### src/design/ucm_pkg.sv
// constants and types shared by the usb clock and fail-safe monitor block
package ucm_pkg;
  // register byte offsets
  localparam logic [7:0] ADDR_OSC_CTRL = 8'h00;
  localparam logic [7:0] ADDR_IRQ_FLAG = 8'h04;
  localparam logic [7:0] ADDR_IRQ_EN = 8'h08;
  localparam logic [7:0] ADDR_IRQ_PRI = 8'h0C;
  localparam logic [7:0] ADDR_CFG_ONE = 8'h10;
  // field positions
  localparam int OSC_SWREQ_BIT = 0;
  localparam int OSC_URC_BIT = 2;
  localparam int OSC_CF_BIT = 3;
  localparam int OSC_LOCK_BIT = 6;
  localparam int OSC_NEXT_OSCILLATOR_LSB = 8;
  localparam int OSC_CURRENT_OSCILLATOR_LSB = 12;
  localparam int IRQ_FAIL_BIT = 14;
  localparam int PRI_LSB = 10;
  localparam int SUB_LSB = 8;
  localparam int CFG_MON_LSB = 14;
  localparam int CFG_DEF_LSB = 0;
  // oscillator selection codes
  localparam logic [2:0] OSC_FRC = 3'h0;
  localparam logic [2:0] OSC_PRIMARY_OSCILLATOR = 3'h2;
  localparam logic [2:0] OSC_PRIMARY_OSCILLATOR_PLL = 3'h3;
  // usb clock source codes
  localparam logic [1:0] USB_SRC_FRC = 2'h0;
  localparam logic [1:0] USB_SRC_PRIMARY_OSCILLATOR = 2'h1;
  localparam logic [1:0] USB_SRC_PLL = 2'h2;
  // clock monitor config decode
  localparam logic [1:0] MON_SW_AND_FAILSAFE_CLOCK_MONITOR = 2'h0;
  // axi responses
  localparam logic [1:0] RESP_OKAY = 2'h0;
  localparam logic [1:0] RESP_SLVERR = 2'h2;
  // timing, in ns, and derived counts
  localparam int CLK_PERIOD_NS = 10;
  localparam int LOW_POWER_RC_PERIOD_NS = 32000;
  localparam int TICK_CYCLES = LOW_POWER_RC_PERIOD_NS / CLK_PERIOD_NS;
  localparam int USB_PLL_LOCKED_NS = 2000;
  localparam int MONITOR_START_DELAY_NS = 2000000;
  localparam int FAIL_WINDOW_NS = 64000;
  localparam logic [7:0] USB_PLL_LOCKED_CYCLES =
    8'((USB_PLL_LOCKED_NS + CLK_PERIOD_NS - 1) / CLK_PERIOD_NS);
  localparam logic [7:0] MONITOR_START_DELAY_TICKS =
    8'((MONITOR_START_DELAY_NS + LOW_POWER_RC_PERIOD_NS - 1) / LOW_POWER_RC_PERIOD_NS);
  localparam logic [7:0] FAIL_WINDOW_TICKS =
    8'(FAIL_WINDOW_NS / LOW_POWER_RC_PERIOD_NS);
  localparam logic [7:0] PRIMARY_OSCILLATOR_STABLE_EDGES = 8'h40;
  // monitor states
  typedef enum logic [3:0] {
    ST_START = 4'h1,
    ST_MONITOR = 4'h2,
    ST_RUN = 4'h4,
    ST_FAILED = 4'h8
  } ucm_state_t;
endpackage : ucm_pkg

### src/design/ucm_pin_sync.sv
// three-stage pin synchroniser with agreement filter and edge pulse
`timescale 1ns/1ps
module ucm_pin_sync (
  // clock and reset
  input wire logic i_clk,
  input wire logic i_srst,
  // pin and result
  input wire logic i_pin,
  output logic o_level,
  output logic o_edge
);
  typedef struct packed {
    logic s1;
    logic s2;
    logic s3;
    logic lvl;
    logic edg;
  } ucm_sync_t;
  ucm_sync_t s_r;
  ucm_sync_t s_nxt;

  // s1 is read only by s2; the filter looks at s2 and s3
  always_comb begin
    s_nxt = s_r;
    s_nxt.s1 = i_pin;
    s_nxt.s2 = s_r.s1;
    s_nxt.s3 = s_r.s2;
    s_nxt.edg = 1'b0;
    if (s_r.s2 == s_r.s3 && s_r.s3 != s_r.lvl) begin
      s_nxt.lvl = s_r.s3;
      s_nxt.edg = 1'b1;
    end
  end

  always_ff @(posedge i_clk) begin
    if (i_srst) begin
      s_r <= '0;
    end else begin
      s_r <= s_nxt;
    end
  end

  assign o_level = s_r.lvl;
  assign o_edge = s_r.edg;
endmodule : ucm_pin_sync

### src/design/ucm_tick_div.sv
// divider making the low-power rc timebase tick from the system clock
`timescale 1ns/1ps
module ucm_tick_div #(
  parameter int DIV = 3200
) (
  // clock and reset
  input wire logic i_clk,
  input wire logic i_srst,
  // one-cycle tick
  output logic o_tick
);
  typedef struct packed {
    logic [15:0] cnt;
    logic tick;
  } ucm_div_t;
  ucm_div_t d_r;
  ucm_div_t d_nxt;

  // free-running count, tick on wrap
  always_comb begin
    d_nxt = d_r;
    d_nxt.tick = 1'b0;
    if (d_r.cnt == 16'(DIV - 1)) begin
      d_nxt.cnt = 16'h0000;
      d_nxt.tick = 1'b1;
    end else begin
      d_nxt.cnt = d_r.cnt + 16'h0001;
    end
  end

  always_ff @(posedge i_clk) begin
    if (i_srst) begin
      d_r <= '0;
    end else begin
      d_r <= d_nxt;
    end
  end

  assign o_tick = d_r.tick;
endmodule : ucm_tick_div

### src/design/ucm_top.sv
// usb clock select, two-speed start-up and fail-safe clock monitor
//
// Design decisions made here: the address map and the AXI4-Lite slave port.
`timescale 1ns/1ps
module ucm_top
  import ucm_pkg::*;
#(
  parameter int TICK_DIV = TICK_CYCLES
) (
  // clock and reset
  input wire logic i_clk,
  input wire logic i_srst,
  // axi4-lite write address and data
  input wire logic [7:0] i_axi_awaddr,
  input wire logic i_axi_awvalid,
  output logic o_axi_awready,
  input wire logic [31:0] i_axi_wdata,
  input wire logic [3:0] i_axi_wstrb,
  input wire logic i_axi_wvalid,
  output logic o_axi_wready,
  // axi4-lite write response
  output logic [1:0] o_axi_bresp,
  output logic o_axi_bvalid,
  input wire logic i_axi_bready,
  // axi4-lite read
  input wire logic [7:0] i_axi_araddr,
  input wire logic i_axi_arvalid,
  output logic o_axi_arready,
  output logic [31:0] o_axi_rdata,
  output logic [1:0] o_axi_rresp,
  output logic o_axi_rvalid,
  input wire logic i_axi_rready,
  // configuration fuses, sampled at reset
  input wire logic [1:0] i_clock_monitor_config,
  input wire logic [2:0] i_default_oscillator_select,
  input wire logic i_usb_pll_enable,
  // events and pins
  input wire logic i_sleep_wake,
  input wire logic i_usb_suspend,
  input wire logic i_primary_oscillator,
  // clock control outputs
  output logic [2:0] o_system_clock_sel,
  output logic [1:0] o_usb_module_clock_src,
  output logic o_usb_pll_half,
  output logic o_primary_oscillator_en,
  output logic o_low_power_rc_tick,
  // interrupt request
  output logic o_osc_fail_irq,
  output logic [2:0] o_osc_fail_irq_priority,
  output logic [1:0] o_osc_fail_irq_subpriority
);
  typedef struct packed {
    ucm_state_t st;
    logic [2:0] current_oscillator;
    logic [2:0] next_oscillator;
    logic swreq;
    logic urc;
    logic cf;
    logic lock;
    logic iflag;
    logic ien;
    logic [2:0] pri;
    logic [1:0] sub;
    logic [1:0] cfg_mon;
    logic [2:0] cfg_def;
    logic cfg_usb_pll;
    logic [7:0] tcnt;
    logic [7:0] ecnt;
    logic [7:0] lcnt;
    logic [1:0] usb_src;
    logic pll_half;
    logic primary_oscillator_en;
    logic irq;
    logic awrdy;
    logic aw_hold;
    logic [7:0] awaddr;
    logic wrdy;
    logic w_hold;
    logic [31:0] wdata;
    logic [3:0] wstrb;
    logic bvalid;
    logic [1:0] bresp;
    logic arrdy;
    logic rvalid;
    logic [31:0] rdata;
    logic [1:0] rresp;
  } ucm_regs_t;
  ucm_regs_t s_r;
  ucm_regs_t s_nxt;
  ucm_regs_t s_rst;

  logic tick;
  logic primary_oscillator_edge;

  // expand byte strobes to a bit mask
  function automatic logic [31:0] strb_mask(input logic [3:0] strb);
    logic [31:0] m;
    m = 32'h0000_0000;
    for (int i = 0; i < 4; i++) begin
      m[i*8 +: 8] = {8{strb[i]}};
    end
    return m;
  endfunction : strb_mask

  // primary oscillator codes, with or without pll
  function automatic logic is_primary_oscillator(input logic [2:0] code);
    return (code == OSC_PRIMARY_OSCILLATOR) || (code == OSC_PRIMARY_OSCILLATOR_PLL);
  endfunction : is_primary_oscillator

  // low-power rc timebase, independent of the selected system clock
  ucm_tick_div #(
    .DIV(TICK_DIV)
  ) u_tick (
    .i_clk(i_clk),
    .i_srst(i_srst),
    .o_tick(tick)
  );

  // primary oscillator activity enters through the pin filter
  ucm_pin_sync u_primary_oscillator (
    .i_clk(i_clk),
    .i_srst(i_srst),
    .i_pin(i_primary_oscillator),
    .o_level(),
    .o_edge(primary_oscillator_edge)
  );

  // power-on value; fuses are caught here and not changed later
  always_comb begin
    s_rst = '0;
    s_rst.cfg_mon = i_clock_monitor_config;
    s_rst.cfg_def = i_default_oscillator_select;
    s_rst.cfg_usb_pll = i_usb_pll_enable;
    s_rst.next_oscillator = i_default_oscillator_select;
    s_rst.primary_oscillator_en = 1'b1;
    s_rst.usb_src = USB_SRC_FRC;
    // two-speed only while switching is enabled
    if (!i_clock_monitor_config[1] &&
        is_primary_oscillator(i_default_oscillator_select)) begin
      s_rst.st = ST_START;
      s_rst.current_oscillator = OSC_FRC;
    end else begin
      s_rst.st = ST_RUN;
      s_rst.current_oscillator = i_default_oscillator_select;
    end
  end

  // next-state logic: bus first, hardware after so its sets win
  always_comb begin
    logic [31:0] wm;
    logic [31:0] wv;
    logic fail;
    wm = strb_mask(s_r.wstrb);
    wv = s_r.wdata;
    fail = 1'b0;
    s_nxt = s_r;

    // axi address and data captured in either order
    if (i_axi_awvalid && s_r.awrdy) begin
      s_nxt.aw_hold = 1'b1;
      s_nxt.awaddr = i_axi_awaddr;
    end
    if (i_axi_wvalid && s_r.wrdy) begin
      s_nxt.w_hold = 1'b1;
      s_nxt.wdata = i_axi_wdata;
      s_nxt.wstrb = i_axi_wstrb;
    end
    if (s_r.bvalid && i_axi_bready) begin
      s_nxt.bvalid = 1'b0;
    end
    // commit once both halves are held
    if (s_r.aw_hold && s_r.w_hold && !s_r.bvalid) begin
      s_nxt.aw_hold = 1'b0;
      s_nxt.w_hold = 1'b0;
      s_nxt.bvalid = 1'b1;
      s_nxt.bresp = RESP_OKAY;
      case (s_r.awaddr)
        ADDR_OSC_CTRL: begin
          if (wm[OSC_URC_BIT]) begin
            s_nxt.urc = wv[OSC_URC_BIT];
          end
          if (wm[OSC_CF_BIT]) begin
            s_nxt.cf = wv[OSC_CF_BIT];
          end
          if (wm[OSC_NEXT_OSCILLATOR_LSB]) begin
            s_nxt.next_oscillator = wv[OSC_NEXT_OSCILLATOR_LSB +: 3];
          end
          // request held low while switching is disabled
          if (wm[OSC_SWREQ_BIT] && !s_r.cfg_mon[1]) begin
            s_nxt.swreq = wv[OSC_SWREQ_BIT];
          end
        end
        ADDR_IRQ_FLAG: begin
          if (wm[IRQ_FAIL_BIT]) begin
            s_nxt.iflag = wv[IRQ_FAIL_BIT];
          end
        end
        ADDR_IRQ_EN: begin
          if (wm[IRQ_FAIL_BIT]) begin
            s_nxt.ien = wv[IRQ_FAIL_BIT];
          end
        end
        ADDR_IRQ_PRI: begin
          if (wm[PRI_LSB]) begin
            s_nxt.pri = wv[PRI_LSB +: 3];
          end
          if (wm[SUB_LSB]) begin
            s_nxt.sub = wv[SUB_LSB +: 2];
          end
        end
        ADDR_CFG_ONE: begin
          s_nxt.bresp = RESP_OKAY; // read-only, write ignored
        end
        default: begin
          s_nxt.bresp = RESP_SLVERR;
        end
      endcase
    end

    // read path, one word per request
    if (s_r.rvalid && i_axi_rready) begin
      s_nxt.rvalid = 1'b0;
    end
    if (i_axi_arvalid && s_r.arrdy) begin
      s_nxt.rvalid = 1'b1;
      s_nxt.rresp = RESP_OKAY;
      s_nxt.rdata = 32'h0000_0000;
      case (i_axi_araddr)
        ADDR_OSC_CTRL: begin
          s_nxt.rdata[OSC_SWREQ_BIT] = s_r.swreq;
          s_nxt.rdata[OSC_URC_BIT] = s_r.urc;
          s_nxt.rdata[OSC_CF_BIT] = s_r.cf;
          s_nxt.rdata[OSC_LOCK_BIT] = s_r.lock;
          s_nxt.rdata[OSC_NEXT_OSCILLATOR_LSB +: 3] = s_r.next_oscillator;
          s_nxt.rdata[OSC_CURRENT_OSCILLATOR_LSB +: 3] = s_r.current_oscillator;
        end
        ADDR_IRQ_FLAG: s_nxt.rdata[IRQ_FAIL_BIT] = s_r.iflag;
        ADDR_IRQ_EN: s_nxt.rdata[IRQ_FAIL_BIT] = s_r.ien;
        ADDR_IRQ_PRI: begin
          s_nxt.rdata[PRI_LSB +: 3] = s_r.pri;
          s_nxt.rdata[SUB_LSB +: 2] = s_r.sub;
        end
        ADDR_CFG_ONE: begin
          s_nxt.rdata[CFG_MON_LSB +: 2] = s_r.cfg_mon;
          s_nxt.rdata[CFG_DEF_LSB +: 3] = s_r.cfg_def;
        end
        default: s_nxt.rresp = RESP_SLVERR;
      endcase
    end

    // monitor sequence
    case (s_r.st)
      ST_START: begin
        s_nxt.current_oscillator = OSC_FRC;
        if (tick) begin
          s_nxt.tcnt = s_r.tcnt + 8'h01;
        end
        if (primary_oscillator_edge) begin
          s_nxt.ecnt = s_r.ecnt + 8'h01;
        end
        if (s_r.ecnt >= PRIMARY_OSCILLATOR_STABLE_EDGES) begin
          s_nxt.current_oscillator = s_r.next_oscillator;
          s_nxt.swreq = 1'b0;
          s_nxt.tcnt = 8'h00;
          s_nxt.st = (s_r.cfg_mon == MON_SW_AND_FAILSAFE_CLOCK_MONITOR) ?
                     ST_MONITOR : ST_RUN;
        end else if (s_r.cfg_mon == MON_SW_AND_FAILSAFE_CLOCK_MONITOR &&
                     s_r.tcnt >= MONITOR_START_DELAY_TICKS) begin
          fail = 1'b1;
        end
      end
      ST_MONITOR: begin
        // window restarts on every edge of the watched clock
        if (primary_oscillator_edge) begin
          s_nxt.tcnt = 8'h00;
        end else if (tick) begin
          s_nxt.tcnt = s_r.tcnt + 8'h01;
        end
        if (s_r.tcnt >= FAIL_WINDOW_TICKS) begin
          fail = 1'b1;
        end
      end
      ST_RUN, ST_FAILED: begin
        // software switch is the only way out of failure
        if (s_r.swreq) begin
          s_nxt.tcnt = 8'h00;
          s_nxt.ecnt = 8'h00;
          if (s_r.next_oscillator == s_r.current_oscillator) begin
            s_nxt.swreq = 1'b0;
          end else if (is_primary_oscillator(s_r.next_oscillator)) begin
            s_nxt.st = ST_START;
            s_nxt.current_oscillator = OSC_FRC;
            s_nxt.primary_oscillator_en = 1'b1;
          end else begin
            s_nxt.st = ST_RUN;
            s_nxt.current_oscillator = s_r.next_oscillator;
            s_nxt.swreq = 1'b0;
          end
        end
      end
      default: s_nxt.st = ST_RUN;
    endcase

    // wake from sleep restarts the start-up timing
    if (i_sleep_wake && s_r.st != ST_FAILED &&
        !s_r.cfg_mon[1] && is_primary_oscillator(s_r.cfg_def)) begin
      s_nxt.st = ST_START;
      s_nxt.current_oscillator = OSC_FRC;
      s_nxt.next_oscillator = s_r.cfg_def;
      s_nxt.tcnt = 8'h00;
      s_nxt.ecnt = 8'h00;
      s_nxt.primary_oscillator_en = 1'b1;
    end

    // fail-over does not look at the irq enable
    if (fail) begin
      s_nxt.st = ST_FAILED;
      s_nxt.current_oscillator = OSC_FRC;
      s_nxt.cf = 1'b1;
      s_nxt.swreq = 1'b0;
      s_nxt.iflag = 1'b1;
      s_nxt.primary_oscillator_en = 1'b0;
    end

    // usb source: rc only while suspended with wake enabled
    if (i_usb_suspend && s_r.urc) begin
      s_nxt.usb_src = USB_SRC_FRC;
    end else if (s_r.cfg_usb_pll) begin
      s_nxt.usb_src = USB_SRC_PLL;
    end else begin
      s_nxt.usb_src = USB_SRC_PRIMARY_OSCILLATOR;
    end
    s_nxt.pll_half = (s_nxt.usb_src == USB_SRC_PLL);

    // lock is a nominal delay, not a real lock detector
    if (s_nxt.usb_src != USB_SRC_PLL) begin
      s_nxt.lock = 1'b0;
      s_nxt.lcnt = 8'h00;
    end else if (s_r.lcnt >= USB_PLL_LOCKED_CYCLES) begin
      s_nxt.lock = 1'b1;
    end else begin
      s_nxt.lcnt = s_r.lcnt + 8'h01;
    end

    // registered handshakes and irq
    s_nxt.irq = s_nxt.iflag & s_nxt.ien;
    s_nxt.awrdy = !s_nxt.aw_hold && !s_nxt.bvalid;
    s_nxt.wrdy = !s_nxt.w_hold && !s_nxt.bvalid;
    s_nxt.arrdy = !s_nxt.rvalid;
  end

  always_ff @(posedge i_clk) begin
    if (i_srst) begin
      s_r <= s_rst;
    end else begin
      s_r <= s_nxt;
    end
  end

  // outputs, all from the state register except the rc tick, which comes from the divider
  assign o_axi_awready = s_r.awrdy;
  assign o_axi_wready = s_r.wrdy;
  assign o_axi_bresp = s_r.bresp;
  assign o_axi_bvalid = s_r.bvalid;
  assign o_axi_arready = s_r.arrdy;
  assign o_axi_rdata = s_r.rdata;
  assign o_axi_rresp = s_r.rresp;
  assign o_axi_rvalid = s_r.rvalid;
  assign o_system_clock_sel = s_r.current_oscillator;
  assign o_usb_module_clock_src = s_r.usb_src;
  assign o_usb_pll_half = s_r.pll_half;
  assign o_primary_oscillator_en = s_r.primary_oscillator_en;
  assign o_low_power_rc_tick = tick;
  assign o_osc_fail_irq = s_r.irq;
  assign o_osc_fail_irq_priority = s_r.pri;
  assign o_osc_fail_irq_subpriority = s_r.sub;
endmodule : ucm_top

### config.mk
export PLATFORM = sky130hd
export DESIGN_NAME = ucm_top
export DESIGN_NICKNAME = d
export VERILOG_FILES = /design/src/design/ucm_pkg.sv /design/src/design/ucm_pin_sync.sv /design/src/design/ucm_tick_div.sv /design/src/design/ucm_top.sv
export SDC_FILE = /design/constraint.sdc
export NUM_CORES = 1
export LEC_CHECK = 0
export ABC_AREA = 1
export BUFFER_PORTS_ARGS = -buffer_cell sky130_fd_sc_hd__buf_2
export CAP_MARGIN = 20
export CORE_ASPECT_RATIO = 1.4
export CORE_MARGIN = 1.5
export CORE_UTILIZATION = 54
export DETAILED_ROUTE_END_ITERATION = 10
export GPL_TIMING_DRIVEN = 0
export PLACE_DENSITY = 0.78
export SYNTH_ARGS = -nofsm -noshare
export SYNTH_HDL_FRONTEND = slang
export SYNTH_SLANG_ARGS = --single-unit
### constraint.sdc
create_clock -name i_clk -period 2.2 [get_ports i_clk]
set_input_delay 0.22 -clock i_clk [delete_from_list [all_inputs] [get_ports i_clk]]
set_output_delay 0.22 -clock i_clk [all_outputs]
set_load 0.03 [all_outputs]
* After elaboration in Yosys (flattened, before gate mapping)
Index checks and enable logic that the tools add are counted. Widths: inputs -> output; s select.
Operators by class: magnitude comparators 4, equal/unequal tests 32, div/mod/pow operators 0, reductions and logical operators 58, multiplexer cells 80, add/subtract/negate cells 4, bitwise operators 1, shift operators 0, multipliers 0
Operators with widths (count):
- $mux 143 | 1
- $mux 8 | 6
- $mux 1 | 37
- $mux 37 | 1
- $mux 35 | 1
- $mux 7 | 5
- $eq 8x4->1 const B | 4
- $mux 16 | 2
- $add 8x1->8 const B | 3
- $mux 6 | 4
- $pmux 8 s3 | 1
- $reduce_bool 3->1 | 7
- $eq 3x2->1 const B | 6
- $reduce_and 3->1 | 6
- $logic_and 1x1->1 | 17
- $add 16x1->16 const B | 1
- $eq 16x12->1 const B | 1
- $eq 8x3->1 const B | 2
- $eq 8x5->1 const B | 2
- $logic_not 8->1 | 2
- $pmux 8 s2 | 1
- $ne 5x5->1 const B | 3
- $mux 3 | 4
- $pmux 3 s2 | 2
- 33 further kinds | 60
Storage, ports and cells: memories kept 0, output and inout bits 55, register bits after elaboration 146, bits in latches 0, bits of input ports 68, ROM bits 0, memory bits (writable) 0

* Depth between registers and ports, before layout
depth in word-level cells 11, gate-level depth with buffers 11, mapped depth without buffers 11

* Modules after synthesis
A second synthesis with hierarchy kept.
Unflattened totals: cell total of the unflattened synthesis 772, area, all modules 5838.1 µm²
Modules (own cells, without submodules):
- ucm_top | area each 4824.6 µm², times used 1, cells each 629
- ucm_tick_div | area each 845.8 µm², times used 1, cells each 121
- ucm_pin_sync | area each 167.7 µm², times used 1, cells each 22

* Worst setup path before layout
OpenSTA, ideal clock, no wires.
kind register -> register, from reg s_r[142] in the netlist's numbering, to reg s_r[139] in the netlist's numbering, enable pin, period minus slack after synthesis 1.788 ns, arrival time 1.458 ns, setup slack 0.412 ns, path buffers 0, stages on the path, launching flop included 10, cells stage by stage edfxtp_1 > nor2_2 > nand3_1 > nor2_1 > nand3_1 > nand2_1 > inv_2 > nand2_1 > a21oi_1 > nor2_1
Between the ends: word-level cells in the longest chain between the ends 6, elaborated cells on any way between the ends 15
Ends and longest elaborated chain:
- start: declaration | line ucm_top.sv:88 | ucm_regs_t s_r;
- start signal: assignment | line ucm_top.sv:354 | s_r <= s_rst;
- start signal: assignment | line ucm_top.sv:356 | s_r <= s_nxt;
- $ne 4x4->1 | line ucm_top.sv:305 | if (i_sleep_wake && s_r.st != ST_FAILED &&
- $logic_and 1x1->1 (2 in a row) | line ucm_top.sv:305
- $logic_and 1x1->1 | line ucm_top.sv:306 | !s_r.cfg_mon[1] && is_primary_oscillator(s_r.cfg_def)) begin
- $ne 5x5->1 (no line) / $ne 4x4->1 (equally long branches)
- $reduce_and 4->1 (no line) (*)
Mark *: on every way between the ends. The rest lies on a longest branch, timed or not. A chain may end at the register's enable or synchronous reset.

* Final worst setup path
from reg s_r[142] in the netlist's numbering, to reg s_r[141] in the netlist's numbering, enable pin
The elaborated chain is that of the path after synthesis.

==> summary.md <==
| Metric | Value |
|---|---|
| Setup TNS | `0 ns` |
| Via count | `around 5,000` |
| GR Util met1 | `a little over a quarter` |
| Post-Synth Simple-Gate Area | `26.8%` |
| TritonCTS clock tree | `done` |
| Remaining DRCs | `0` |
| Post-synth ARST share | `0%` |
| First-pass GRT wire length | `approximately 21,000 µm` |
| Row count | `43` |
| Final hold vios | `0` |
| Number of diodes | `0` |
| Largest family of logic cells by synthesized area | `simple AND/OR/NAND/NOR gates` |
| Worst EP arrival | `between 2 and 2.5 ns` |
| DP Worst Slack | `around 0.09 ns` |
| Area contributors post-synth | `dfxtp_1 37%, edfxtp_1 8.6%, nand2_1 8.3%, nor2_1 7.1%, inv_1 6.5%` |
| Mean cell area of the mapped netlist | `7.48 µm²` |
| IO Pins | `roughly 120` |
| Xor/xnor share of the synthesized area | `0.941%` |
| Detailed Route WL | `~13,000 µm` |
| Critical path startpoint category | `flop` |
| TritonCTS Buffers | `17` |
| Worst skew pair latency | `0.41 ns` |
| GR met3 Demand/Resource | `between 6 and 7%` |
| Filler cell count | `roughly 860` |
| Starting Density | `a little under three fifths` |
| Endpoints failing setup | `0` |
| Post-Synth Adder-Cell Area | `around 1.3%` |
| DRT Pass-1 Iters | `6` |
| FMAX | `486 MHz` |
| Clk_skew | `roughly 0.0067 ns` |
| Worst Tran Pin Value | `approximately 0.64 ns` |
| Synth Register Bits | `around 120` |
| RSZ-0062 raised after global routing | `no` |
| Most frequent cells in the layout | `124 x nand2_1, 104 x nor2_1, 102 x dfxtp_1` |
| Max Root-Sink Buffers | `2` |
| Hold Crit Depth | `3` |
| Largest net degree at the start of global routing | `17` |
| EDFF count, synth | `16` |
| Status | `completed` |
| Post-DP HPWL | `roughly 10000 µm` |
| Gr busiest metal | `met2` |
| CP required | `~2.3 ns` |
| Die Ht | `between 100 and 150 µm` |
| Initial antenna violation count | `0` |
| Cell Area, Synth | `about 0.0056 mm²` |
| R2R depth | `9` |
| CP endpoint kind | `flop` |
| Crit Path Max Fanout | `8` |
| Max transition margin | `about 57%` |
| Max Cap Viol | `0` |
| Min-Delay Path Class | `in -> reg` |
| Register cell area after layout | `0.00252 mm²` |
| Initial DRC Count | `~430` |
| Syn Inst Count | `roughly 750` |
| DRT antenna net count | `0` |
| Power Dens Cells | `between 900 and 1000 mW/mm²` |
| Port Buf Inserts | `76` |
| Gr ovfl total | `0` |
| Distinct cells, synth | `41` |
| Mux contribution to synthesized area | `0%` |
| Top_reg_cell synth | `dfxtp_1` |
| Clock Sink Count | `about 120` |
| Layout area overhead | `22.2%` |
| Max IR drop VDD | `about 0.00063 V` |
| Commonest non-fill, non-tap cell in the layout | `nand2_1` |
| Clock Pin Slew Worst Setup and Hold Paths | `around 0.050 ns` |
| Syn. warnings | `0` |
| Leak | `3.20 nW` |
| Final min period | `about 2 ns` |
| WHS | `between 0.015 and 0.02 ns` |
| Layout cells sized above 1 | `between 20% and 30%` |
| Setup bufs post-CTS | `0` |
| CTS H-Tree Depth | `4` |
| Gr usage total | `roughly a quarter` |
| Top cell type's share of synthesized area | `between 30% and 40%` |
| Setup ws final | `0.141 ns` |
| Gpl congestion | `0.971` |
| Critical Setup Path Class | `reg -> reg` |
| Chip width | `approximately 89 µm` |
| Post-synthesis compound-gate area fraction | `a little under an eighth` |
| Period utilisation layout | `between 90 and 100%` |
| DIE AREA | `around 0.011 mm²` |
| Register area share after synthesis | `about 45%` |
| Met2 Use GR | `47.3%` |
| Final nets | `~940` |
| Root buffer cell | `clkbuf_16` |
| Final count of pins violating max slew | `0` |
| Vias in the first global route | `~4,800` |
| Largest area contributor in the netlist | `dfxtp_1` |
| WL/cell | `roughly 13 µm` |
| Multi-input gate area | `0.00237 mm²` |
| Fin util | `between 60% and 70%` |
| Vias per cell | `roughly 5.1` |
| Core area | `between 0.01 and 0.015 mm²` |
==> power by group <==
| part | internal [mW] | switching, mW |
|---|---|---|
| registers | 2.36 | 0.136 |
| logic | 0.380 | 0.773 |
| clock network | 1.76 | 0.940 |
==> critical path, cell delays in order (launching register included) <==
cell and delay, ns:
edfxtp_1 0.43, nor2_2 0.19, nand3_1 0.18, nor2_1 0.18, nand3_1 0.09, nand2_1 0.10, inv_2 0.11, nand2_1 0.17
a21oi_1 0.07, nor2_2 0.23
==> area by class of cell <==
class                           count  area share [%]
Clock buffer                       24            7.66
Tap cell                          135            2.47
Clock inverter                      8           0.972
Inverter                          100            5.50
Multi-Input combinational cell    491            34.8
Buffer                             58            5.77
Sequential cell                   118            37.0
Timing Repair Buffer               78            5.87
==> routing by layer <==
metal	wire length, µm	vias up
li1	-	2615
met3	532	29
met4	363	0
met2	7100	145
met1	5210	2361
met5	0	-
==> cells in the mapped netlist, types with 4 or more instances <==
master,count
a211oi_1,4
a21oi_1,49
a31oi_1,4
buf_4,47
clkbuf_1,8
dfxtp_1,102
edfxtp_1,16
ha_1,6
inv_1,96
nand2_1,124
nand3_1,44
nand4_1,14
nor2_1,106
nor2_2,6
nor3_1,21
nor4_1,6
o211ai_1,7
o21ai_0,47
==> logic make-up (layout without fill, tap and decap cells) <==
family                     Yosys count  count (layout)
adders and majority gates            6               6
buffers and inverters              158             268
AOI/OAI and AO/OA                  121             121
other                                1              21
DFF                                118             118
and+or+nand+nor                    337             337
xor gates and xnor gates             6               6
==> sequential cells by signal (all words and copies together), names as in the netlist <==
signal / cells
o_osc_fail_irq: 1
o_osc_fail_irq_subpriority: 2
o_primary_oscillator_en: 1
o_osc_fail_irq_priority: 3
o_axi_rdata: 13
o_axi_bresp: 1
u_primary_oscillator.o_level: 1
o_axi_rvalid: 1
o_axi_bvalid: 1
o_system_clock_sel: 3
o_usb_module_clock_src: 2
u_tick.o_tick: 1
o_axi_wready: 1
s_nxt: 6
o_axi_arready: 1
u_primary_oscillator.o_edge: 1
u_tick.d_r: 16
s_r: 58
u_primary_oscillator.s_nxt: 2
o_axi_rresp: 1
u_primary_oscillator.s_r: 1
o_axi_awready: 1
==> final timing paths <==
path                            startpoint                             to  slack (ns)
max                               s_r[142]                       s_r[141]        0.14
min                   i_primary_oscillator  u_primary_oscillator.s_nxt[3]        0.02
max reg2reg                       s_r[142]                       s_r[141]        0.14
min reg2reg  u_primary_oscillator.s_nxt[3]  u_primary_oscillator.s_nxt[2]        0.40
==> metrics by stage <==
stage / cell area, µm² / total power, mW / std cells
2_1_floorplan: 5660 / 3.37 / 767
3_3_place_gp: 6210 / 3.63 / 978
3_5_place_dp: 6210 / 3.67 / 978
4_1_cts: 6820 / 6.36 / 1012
5_1_grt: 6830 / 6.62 / 1012
6_report: 6830 / 6.35 / 1012
==> timing repair <==
action                                 in CTS  in global routing
setup endpoints to repair                   0                  7
hold buffers                                2                  0
gates resized for setup                     0                  2
endpoints found under the hold margin       2                  0
Power figures use the tool's default switching activity.
